`config.mk`:
```
export PLATFORM = sky130hd
export DESIGN_NAME = cbap_arbiter
export DESIGN_NICKNAME = d
export VERILOG_FILES = /design/src/rtl/cbap_pkg.sv /design/src/rtl/cbap_timer_if.sv /design/src/rtl/cbap_timer.sv /design/src/rtl/cbap_arbiter.sv
export VERILOG_INCLUDE_DIRS = /design/src /design/src/rtl
export SDC_FILE = /design/constraint.sdc
export NUM_CORES = 1
export LEC_CHECK = 0
export BUFFER_PORTS_ARGS = -buffer_cell sky130_fd_sc_hd__buf_2
export CORE_ASPECT_RATIO = 1.25
export CORE_MARGIN = 1.5
export CORE_UTILIZATION = 55
export CTS_BUF_LIST = sky130_fd_sc_hd__clkbuf_4 sky130_fd_sc_hd__clkbuf_8
export DETAILED_ROUTE_END_ITERATION = 8
export HOLD_SLACK_MARGIN = 0.05
export PLACE_DENSITY_LB_ADDON = 0.2
export SKIP_CTS_REPAIR_TIMING = 1
export SLEW_MARGIN = 10
export SYNTH_ARGS = -nofsm -noshare
export SYNTH_HDL_FRONTEND = slang
export SYNTH_HIERARCHICAL = 1
export SYNTH_SLANG_ARGS = --single-unit
export TNS_END_PERCENT = 30
```
`constraint.sdc`:
```
create_clock -name clock -period 4.7 [get_ports clock]
set_input_delay 0.94 -clock clock [delete_from_list [all_inputs] [get_ports clock]]
set_output_delay 0.94 -clock clock [all_outputs]
set_load 0.01 [all_outputs]
```
`src/rtl/cbap_regs.svh`:
```
// Register offsets, field positions, reset values and timing counts of the arbitration point.
// Assumes a 100 MHz clock; included by bare name.
`ifndef CBAP_REGS_SVH
`define CBAP_REGS_SVH
`define CBAP_CSR_ADDR       16'h0090
`define CBAP_BIT_CPU_EN     7
`define CBAP_BIT_FORCE      6
`define CBAP_BIT_EXT        5
`define CBAP_CSR_RESET      8'h00
`define CBAP_CLK_NS         10
`define CBAP_ARB_MIN_NS     300
`define CBAP_ARB_EXT_NS     600
`define CBAP_ARB_MIN_CYC    ((`CBAP_ARB_MIN_NS + `CBAP_CLK_NS - 1) / `CBAP_CLK_NS)
`define CBAP_ARB_EXT_CYC    ((`CBAP_ARB_EXT_NS + `CBAP_CLK_NS - 1) / `CBAP_CLK_NS)
`define CBAP_LEVEL_CPU      4'hf
`endif

```
`src/rtl/cbap_pkg.sv`:
```
// Types shared by the arbitration point modules.
// Assumes nothing of its surroundings.
package cbap_pkg;
  typedef enum logic [2:0]
  {
    ST_GRANT = 3'b000,
    ST_ARB   = 3'b001,
    ST_WAIT  = 3'b011,
    ST_SYS   = 3'b010
  } cbap_state_e;
  typedef logic [3:0] cbap_level_t;
endpackage : cbap_pkg

```
`src/rtl/cbap_timer_if.sv`:
```
// Interface joining the arbitration controller and its cycle timer.
// Assumes one clock shared by both sides.
`timescale 1ns/100ps
interface cbap_timer_if;
  logic start;
  logic extended;
  logic done;
  modport ctrl (output start, output extended, input done);
  modport tmr  (input start, input extended, output done);
endinterface : cbap_timer_if

```
`src/rtl/cbap_timer.sv`:
```
// Minimum arbitration cycle timer: 300 ns normally, 600 ns when extended.
// Assumes a start pulse from the controller on the same clock.
`timescale 1ns/100ps
`include "cbap_regs.svh"
module cbap_timer
(
  // Clock and reset.
  input wire logic   clock,
  input wire logic   resetn,
  // Controller side.
  cbap_timer_if.tmr  tif
);
  logic [7:0] count;

  always_ff @(posedge clock or negedge resetn)
  begin
    if (!resetn)
      count <= 8'h00;
    else if (tif.start)
      count <= tif.extended ? 8'(`CBAP_ARB_EXT_CYC - 1) : 8'(`CBAP_ARB_MIN_CYC - 1);
    else if (count != 8'h00)
      count <= count - 8'h01;
  end

  assign tif.done = (count == 8'h00) && !tif.start;
endmodule : cbap_timer

```
`src/rtl/cbap_arbiter.sv`:
```
// Central arbitration control point with its control/status register at I/O 0090.
// Assumes a synchronous host I/O strobe and channel signals arriving asynchronously.
`timescale 1ns/100ps
`include "cbap_regs.svh"
//Function
// - The arbiter resolves ownership among up to sixteen levels on the four arbitration lines.
// - The lowest level number presented wins.
// - DMA channels default to levels 0 to 7, and channels 0 and 4 may be moved to any level.
// - Refresh is served at level -2, above every channel level.
// - Levels -1 and -2 are used only by system-board logic during the arbitrate phase.
// - An NMI asserts takeover, waits for the transfer end, holds arbitrate and grants -1 until cleared.
// - The register sits at I/O 0090 and its bits mean different things for reads and writes.
// - Bit 7 enables processor cycles during arbitration, resets to 0 and reads back.
// - Writing bit 6 forces the arbitration state until written back to 0, and resets to 0.
// - Reading bit 6 shows that an NMI has masked arbitration.
// - Bit 5 stretches the minimum arbitration cycle from 300 ns to 600 ns and resets to 0.
// - Reading bit 5 shows a bus time-out, and that read clears the masked bit 6.
// - Bits 3 to 0 read the level latched in the last grant state.
module cbap_arbiter
(
  // Clock and reset.
  input  wire logic        clock,
  input  wire logic        resetn,
  // Host I/O register port.
  input  wire logic [15:0] io_addr,
  input  wire logic        io_wr,
  input  wire logic        io_rd,
  input  wire logic [7:0]  io_wdata,
  output logic      [7:0]  io_rdata,
  // Channel arbitration lines.
  input  wire logic [3:0]  arb_in,
  input  wire logic        arb_req_n,
  input  wire logic        xfer_end,
  output logic             bus_takeover_request_n,
  output logic             arbitrate_grant_phase,
  output logic      [3:0]  granted_level,
  // System-board requests.
  input  wire logic        refresh_req,
  input  wire logic        nmi_req,
  input  wire logic        bus_timeout,
  output logic             refresh_grant,
  output logic             nmi_grant,
  output logic             cpu_cycles_enabled
);
  cbap_pkg::cbap_state_e state;
  cbap_timer_if          tif ();
  logic [3:0]            arb_s1;
  logic [3:0]            arb_s2;
  logic [4:0]            req_s1;
  logic [4:0]            req_s2;
  logic                  cpu_en;
  logic                  force_arb;
  logic                  ext_arb;
  logic                  nmi_mask;
  logic                  timeout_flag;
  logic [3:0]            last_level;
  logic                  csr_hit;
  logic                  req_n_s;
  logic                  end_s;
  logic                  nmi_s;
  logic                  to_s;
  logic                  sys_pending;

  cbap_timer u_timer
  (
    .clock  (clock),
    .resetn (resetn),
    .tif    (tif)
  );

  // Channel pins are brought into the clock domain before use.
  always_ff @(posedge clock or negedge resetn)
  begin
    if (!resetn)
    begin
      arb_s1 <= 4'hf;
      arb_s2 <= 4'hf;
      req_s1 <= 5'h01;
      req_s2 <= 5'h01;
    end
    else
    begin
      arb_s1 <= arb_in;
      arb_s2 <= arb_s1;
      req_s1 <= {bus_timeout, nmi_req, xfer_end, 1'b0, arb_req_n} | 5'h00;
      req_s2 <= req_s1;
    end
  end

  assign req_n_s     = req_s2[0];
  assign end_s       = req_s2[2];
  assign nmi_s       = req_s2[3];
  assign to_s        = req_s2[4];
  assign sys_pending = nmi_s || refresh_req || force_arb;
  assign csr_hit     = (io_addr == `CBAP_CSR_ADDR);

  // Write side of the register.
  always_ff @(posedge clock or negedge resetn)
  begin
    if (!resetn)
    begin
      cpu_en    <= 1'b0;
      force_arb <= 1'b0;
      ext_arb   <= 1'b0;
    end
    else if (io_wr && csr_hit)
    begin
      cpu_en    <= io_wdata[`CBAP_BIT_CPU_EN];
      force_arb <= io_wdata[`CBAP_BIT_FORCE];
      ext_arb   <= io_wdata[`CBAP_BIT_EXT];
    end
  end

  // NMI mask flag: a new NMI wins over the clearing read.
  always_ff @(posedge clock or negedge resetn)
  begin
    if (!resetn)
      nmi_mask <= 1'b0;
    else if (nmi_s)
      nmi_mask <= 1'b1;
    else if (io_rd && csr_hit && timeout_flag)
      nmi_mask <= 1'b0;
  end

  // Time-out flag stays until reset.
  always_ff @(posedge clock or negedge resetn)
  begin
    if (!resetn)
      timeout_flag <= 1'b0;
    else if (to_s)
      timeout_flag <= 1'b1;
  end

  always_comb
  begin
    io_rdata = 8'h00;
    if (csr_hit)
      io_rdata = {cpu_en, nmi_mask, timeout_flag, 1'b0, last_level};
  end

  // Arbitration sequence.
  always_ff @(posedge clock or negedge resetn)
  begin
    if (!resetn)
      state <= cbap_pkg::ST_GRANT;
    else
      case (state)
        cbap_pkg::ST_GRANT:
          if (nmi_s || refresh_req)
            state <= cbap_pkg::ST_WAIT;
          else if (force_arb || !req_n_s)
            state <= cbap_pkg::ST_ARB;
        cbap_pkg::ST_WAIT:
          if (end_s || force_arb)
            state <= cbap_pkg::ST_SYS;
        cbap_pkg::ST_SYS:
          if (!nmi_s && !refresh_req && !force_arb)
            state <= cbap_pkg::ST_ARB;
        cbap_pkg::ST_ARB:
          if (nmi_s || refresh_req)
            state <= cbap_pkg::ST_SYS;
          else if (tif.done && !force_arb)
            state <= cbap_pkg::ST_GRANT;
        default:
          state <= cbap_pkg::ST_GRANT;
      endcase
  end

  assign tif.start    = (state == cbap_pkg::ST_GRANT) && !(nmi_s || refresh_req) && (force_arb || !req_n_s);
  assign tif.extended = ext_arb;

  // Winning level is taken when the grant phase begins; wired-AND lines give the lowest level.
  always_ff @(posedge clock or negedge resetn)
  begin
    if (!resetn)
    begin
      granted_level <= `CBAP_LEVEL_CPU;
      last_level    <= 4'h0;
    end
    else if (state == cbap_pkg::ST_ARB && tif.done && !sys_pending)
    begin
      granted_level <= req_n_s ? `CBAP_LEVEL_CPU : arb_s2;
      last_level    <= req_n_s ? `CBAP_LEVEL_CPU : arb_s2;
    end
  end

  always_ff @(posedge clock or negedge resetn)
  begin
    if (!resetn)
    begin
      refresh_grant <= 1'b0;
      nmi_grant     <= 1'b0;
    end
    else
    begin
      refresh_grant <= (state == cbap_pkg::ST_SYS) && refresh_req;
      nmi_grant     <= (state == cbap_pkg::ST_SYS) && nmi_s && !refresh_req;
    end
  end

  assign bus_takeover_request_n = !(state == cbap_pkg::ST_WAIT);
  // The phase stays in grant while the takeover waits for the running transfer to end.
  assign arbitrate_grant_phase  = (state != cbap_pkg::ST_GRANT) && (state != cbap_pkg::ST_WAIT);
  assign cpu_cycles_enabled     = cpu_en || force_arb || (state == cbap_pkg::ST_GRANT);

  AST_NMI_HOLD: assert property (@(posedge clock) disable iff (!resetn)
    nmi_grant |-> arbitrate_grant_phase) else $error("nmi grant outside arbitrate");
  AST_REFRESH_ARB: assert property (@(posedge clock) disable iff (!resetn)
    refresh_grant |-> arbitrate_grant_phase) else $error("refresh grant outside arbitrate");
  AST_FORCE: assert property (@(posedge clock) disable iff (!resetn)
    force_arb && state == cbap_pkg::ST_ARB |=> arbitrate_grant_phase) else $error("force ignored");
  AST_WR_CPU: assert property (@(posedge clock) disable iff (!resetn)
    io_wr && csr_hit |=> cpu_en == $past(io_wdata[7])) else $error("bit 7 write lost");
  AST_WR_EXT: assert property (@(posedge clock) disable iff (!resetn)
    io_wr && csr_hit |=> ext_arb == $past(io_wdata[5])) else $error("bit 5 write lost");
  AST_MASK_CLR: assert property (@(posedge clock) disable iff (!resetn)
    io_rd && csr_hit && timeout_flag && !nmi_s |=> !nmi_mask) else $error("mask not cleared");
  AST_READ: assert property (@(posedge clock) disable iff (!resetn)
    csr_hit |-> io_rdata[3:0] == last_level && io_rdata[4] == 1'b0) else $error("read level wrong");
  AST_IDLE_CPU: assert property (@(posedge clock) disable iff (!resetn)
    state == cbap_pkg::ST_ARB && tif.done && !sys_pending && req_n_s |=> granted_level == 4'hf)
    else $error("idle not cpu");
  AST_MIN_ARB: assert property (@(posedge clock) disable iff (!resetn)
    $rose(arbitrate_grant_phase) && !ext_arb && !sys_pending |-> arbitrate_grant_phase [*8])
    else $error("arbitration too short");

  COV_GRANT: cover property (@(posedge clock) disable iff (!resetn) !req_n_s ##[1:60] !arbitrate_grant_phase);
  COV_NMI: cover property (@(posedge clock) disable iff (!resetn) nmi_grant);
  COV_REFRESH: cover property (@(posedge clock) disable iff (!resetn) refresh_grant);
endmodule : cbap_arbiter

```
==> results.md <==
- Status: complete, no violations
- Global route total overflow: 0
- Count of final max-slew check failures: 0
- Critical-path cell with the highest stage delay: sky130_fd_sc_hd__and4_1
- Worst supply voltage drop on vdd: 442 uV
- Die outline area: 0.00355 mm^2
- Worst Setup Start Kind: input port
- Count of nets after finishing: 237
- Number of cells on the worst reg-to-reg path: 9
- Post-route cell area: 0.00208 mm^2
- HPWL after detailed placement: 2410 um
- Number of nets produced by synthesis: 187
- Initial antenna violation count: 0
- Post-Route WL: 3160 um
- Most frequently used flop master after synthesis: sky130_fd_sc_hd__dfrtp_1
- Slew margin rel.: 39.6%
- Vias in the first global route: 1281
- Number of synthesized register bits: 41
- GRT Util Overall: 21.0%
- Setup TNS after final layout: 0 ns
- Row cnt: 22
- Starting utilization of the core area: 58.7%
- Antenna viol nets, final: 0
- CP arrival: 2.03 ns
- Synth warnings: 6
- Chip height: 66.3 um
- Critical path type: in -> out
- Async set or reset register ratio after synthesis: 100%
- Count of flip-flops with a built-in enable after synthesis: 0
- Filler cell count: 241
- Gate count after technology mapping: 144
- Avg Cell Area, Syn: 12.2 um^2
- Clk root buf: sky130_fd_sc_hd__clkbuf_4
- Clk sink count: 41
- Commonest cells after routing, fill and taps aside: sky130_fd_sc_hd__buf_2, sky130_fd_sc_hd__dfrtp_1, sky130_fd_sc_hd__dfstp_2
- # DRC: 0
- Average wire length per cell after detail routing: 13.7 um
- Clock tree from TritonCTS: yes
- Fin Hold WS: 0.358 ns
- Drt first pass iters: 4
- Multi-input combinational cell area: 659 um^2
- Unique masters post-synth: 47
- Number of I/O port buffers: 47
- Final setup violation count: 0
- Number of logic stages on the critical path including buffering: 5
- Sum of internal, switching and leakage power: 978 uW
- Required time at the worst-slack endpoint: 3.76 ns
- Post-Route Skew: 0.00723 ns
- Area post-placement: 0.00202 mm^2
- Largest net degree at the start of global routing: 42
- Fin crit period: 2.97 ns
- Number of antenna repair diodes: 0
- Slew of the pin with the lowest slew margin: 0.906 ns
- Final Cycle Share: 63.1%
- Pwr/cell area: 469 mW/mm^2
- First-pass GRT wire length: 5400 um
- Buffer levels on the longest clock path: 2
- Horizontal extent of the die: 53.6 um
- Cell family contributing the most delay on the critical path: simple AND/OR/NAND/NOR gates
- CTS H-tree depth: 2
- Final hold violations: 0
- Drt initial violations: 17
- Core Region: 0.00300 mm^2
- Hold-critical path depth: 0
- Class of the tightest hold or removal check: reg -> reg
- Last weighted congestion value of the routability-driven placer: 0.852
- Share of final-layout standard cells stronger than drive strength 1: 39.5%
- Worst path max stage delay: 0.39 ns
- Critical-path maximum fanout: 9
- Synthesis-to-finish area growth: 18.3%
- Number of max-cap violations: 0
- Count of boundary I/O pins: 54
- Sequential share of the synthesized area: 59.3%
- Combined flip-flop and latch cell area: 0.00104 mm^2
- Number of buffers created by CTS: 5
- Via Count: 1291
- Leading cell type in the layout, fill and taps excluded: sky130_fd_sc_hd__buf_2
- Clock slew seen by the registers of the worst setup and hold paths: 0.13 ns
- RSZ-0062 raised after global routing: false
- Crit path buffers/inverters: 2
- Kind of capture point of the worst setup path: primary output
- Cell-by-cell listing of the critical path: buf_2 > nor4b_1 > and4_1 > and2_1 > buf_2
- Clock insertion delay at the later pin of the skew report: 0.36 ns
- Total standard cell area after synthesis: 0.00176 mm^2
- Per-cell via count in the routed design: 5.59
- Maximum operating frequency: 337 MHz
- Leakage dissipation: 0.986 nW
- Cell repeated most along the worst path: sky130_fd_sc_hd__buf_2
## metrics by stage
stage                     instances  worst slack [ns]  util, %
after floorplan                 144              2.08        -
after global placement          223              1.77     67.2
after detailed placement        223              1.71     67.2
after CTS                       231              1.71     69.4
after global routing            231              1.61     69.4
final                           231              1.73     69.4
## sequential cells by signal (all words and copies together), names as in the netlist
register,count
u_timer/count,8
arb_s1,4
arb_s2,4
granted_level,4
last_level,4
req_s1,4
req_s2,4
state,2
cpu_en,1
ext_arb,1
force_arb,1
nmi_grant,1
nmi_mask,1
refresh_grant,1
timeout_flag,1
## synthesized netlist by cell type, types with 2 or more instances
| master | instances | area (um^2) |
|---|---|---|
| sky130_fd_sc_hd__a211o_1 | 2 | 17.5 |
| sky130_fd_sc_hd__a21boi_0 | 2 | 15.0 |
| sky130_fd_sc_hd__a21o_1 | 2 | 15.0 |
| sky130_fd_sc_hd__a21oi_1 | 3 | 15.0 |
| sky130_fd_sc_hd__and2_1 | 8 | 50.1 |
| sky130_fd_sc_hd__buf_4 | 2 | 15.0 |
| sky130_fd_sc_hd__dfrtp_1 | 27 | 676 |
| sky130_fd_sc_hd__dfstp_2 | 14 | 368 |
| sky130_fd_sc_hd__ha_1 | 6 | 75.1 |
| sky130_fd_sc_hd__inv_1 | 9 | 33.8 |
| sky130_fd_sc_hd__mux2_2 | 2 | 22.5 |
| sky130_fd_sc_hd__mux2i_1 | 2 | 20.0 |
| sky130_fd_sc_hd__nand2_1 | 5 | 18.8 |
| sky130_fd_sc_hd__nand2b_1 | 2 | 12.5 |
| sky130_fd_sc_hd__nand3_1 | 3 | 15.0 |
| sky130_fd_sc_hd__nor2_1 | 8 | 30.0 |
| sky130_fd_sc_hd__nor3_1 | 3 | 15.0 |
| sky130_fd_sc_hd__nor4_1 | 3 | 18.8 |
| sky130_fd_sc_hd__nor4b_1 | 2 | 17.5 |
| sky130_fd_sc_hd__o21ai_0 | 2 | 10.0 |
| sky130_fd_sc_hd__o22a_1 | 9 | 78.8 |
| sky130_fd_sc_hd__o31ai_1 | 2 | 15.0 |
| sky130_fd_sc_hd__or3_1 | 2 | 12.5 |
## power breakdown
part	internal, mW	switching [mW]	leakage, nW
Clock	0.0657	0.124	0.0381
Sequential	0.424	0.0626	0.474
Combinational	0.139	0.162	0.473
## cell type report
class / count / share of cell area (%)
Inverter: 9 / 1.62
Multi-Input combinational cell: 90 / 31.7
Clock buffer: 5 / 1.80
Timing Repair Buffer: 47 / 11.3
Clock inverter: 3 / 1.38
Sequential cell: 41 / 50.1
Tap cell: 36 / 2.16
## worst register-to-register path, stage by stage (launching register included)
cell and delay [ns]:
sky130_fd_sc_hd__dfrtp_1 0.43, sky130_fd_sc_hd__inv_1 0.13, sky130_fd_sc_hd__ha_1 0.23, sky130_fd_sc_hd__nand2_1 0.07, sky130_fd_sc_hd__a21oi_1 0.70, sky130_fd_sc_hd__nor3_1 0.15
sky130_fd_sc_hd__nand2b_1 0.18, sky130_fd_sc_hd__nor3_4 0.09, sky130_fd_sc_hd__nand2b_1 0.25, sky130_fd_sc_hd__o22a_1 0.21
## cells by family (layout without fill, tap and decap cells)
logic type,after synthesis,in the layout,share of synthesized area (%)
other cells,1,1,0.213
simple gates,48,48,16.6
buf+inv,13,64,3.27
compound gates,30,30,13.3
flops,41,41,59.3
mux,5,5,3.06
fa+ha+maj,6,6,4.26
## final timing paths
check	from	endpoint	slack [ns]
worst max-delay path	io_addr[6]	io_rdata[3]	1.73
worst min register to register	req_s1[0]	req_s2[0]	0.36
max in group asynchronous	resetn	u_timer/count[3]	3.51
worst min-delay path	req_s1[0]	req_s2[0]	0.36
min in group asynchronous	resetn	refresh_grant	0.67
worst max register to register	state[0]	granted_level[1]	2.22
## metal layers
| layer | share of wire [%] | track usage [%] | routed length (um) | vias to the layer above |
|---|---|---|---|---|
| met5 | 0 | 0 | 0 | - |
| met4 | 1.1 | 6.41 | 34 | 0 |
| met3 | 5.4 | 6.56 | 169 | 4 |
| met2 | 54 | 37.7 | 1700 | 36 |
| met1 | 40 | 23.1 | 1250 | 632 |
| li1 | - | - | - | 619 |
(Power assumes the default switching activity.)
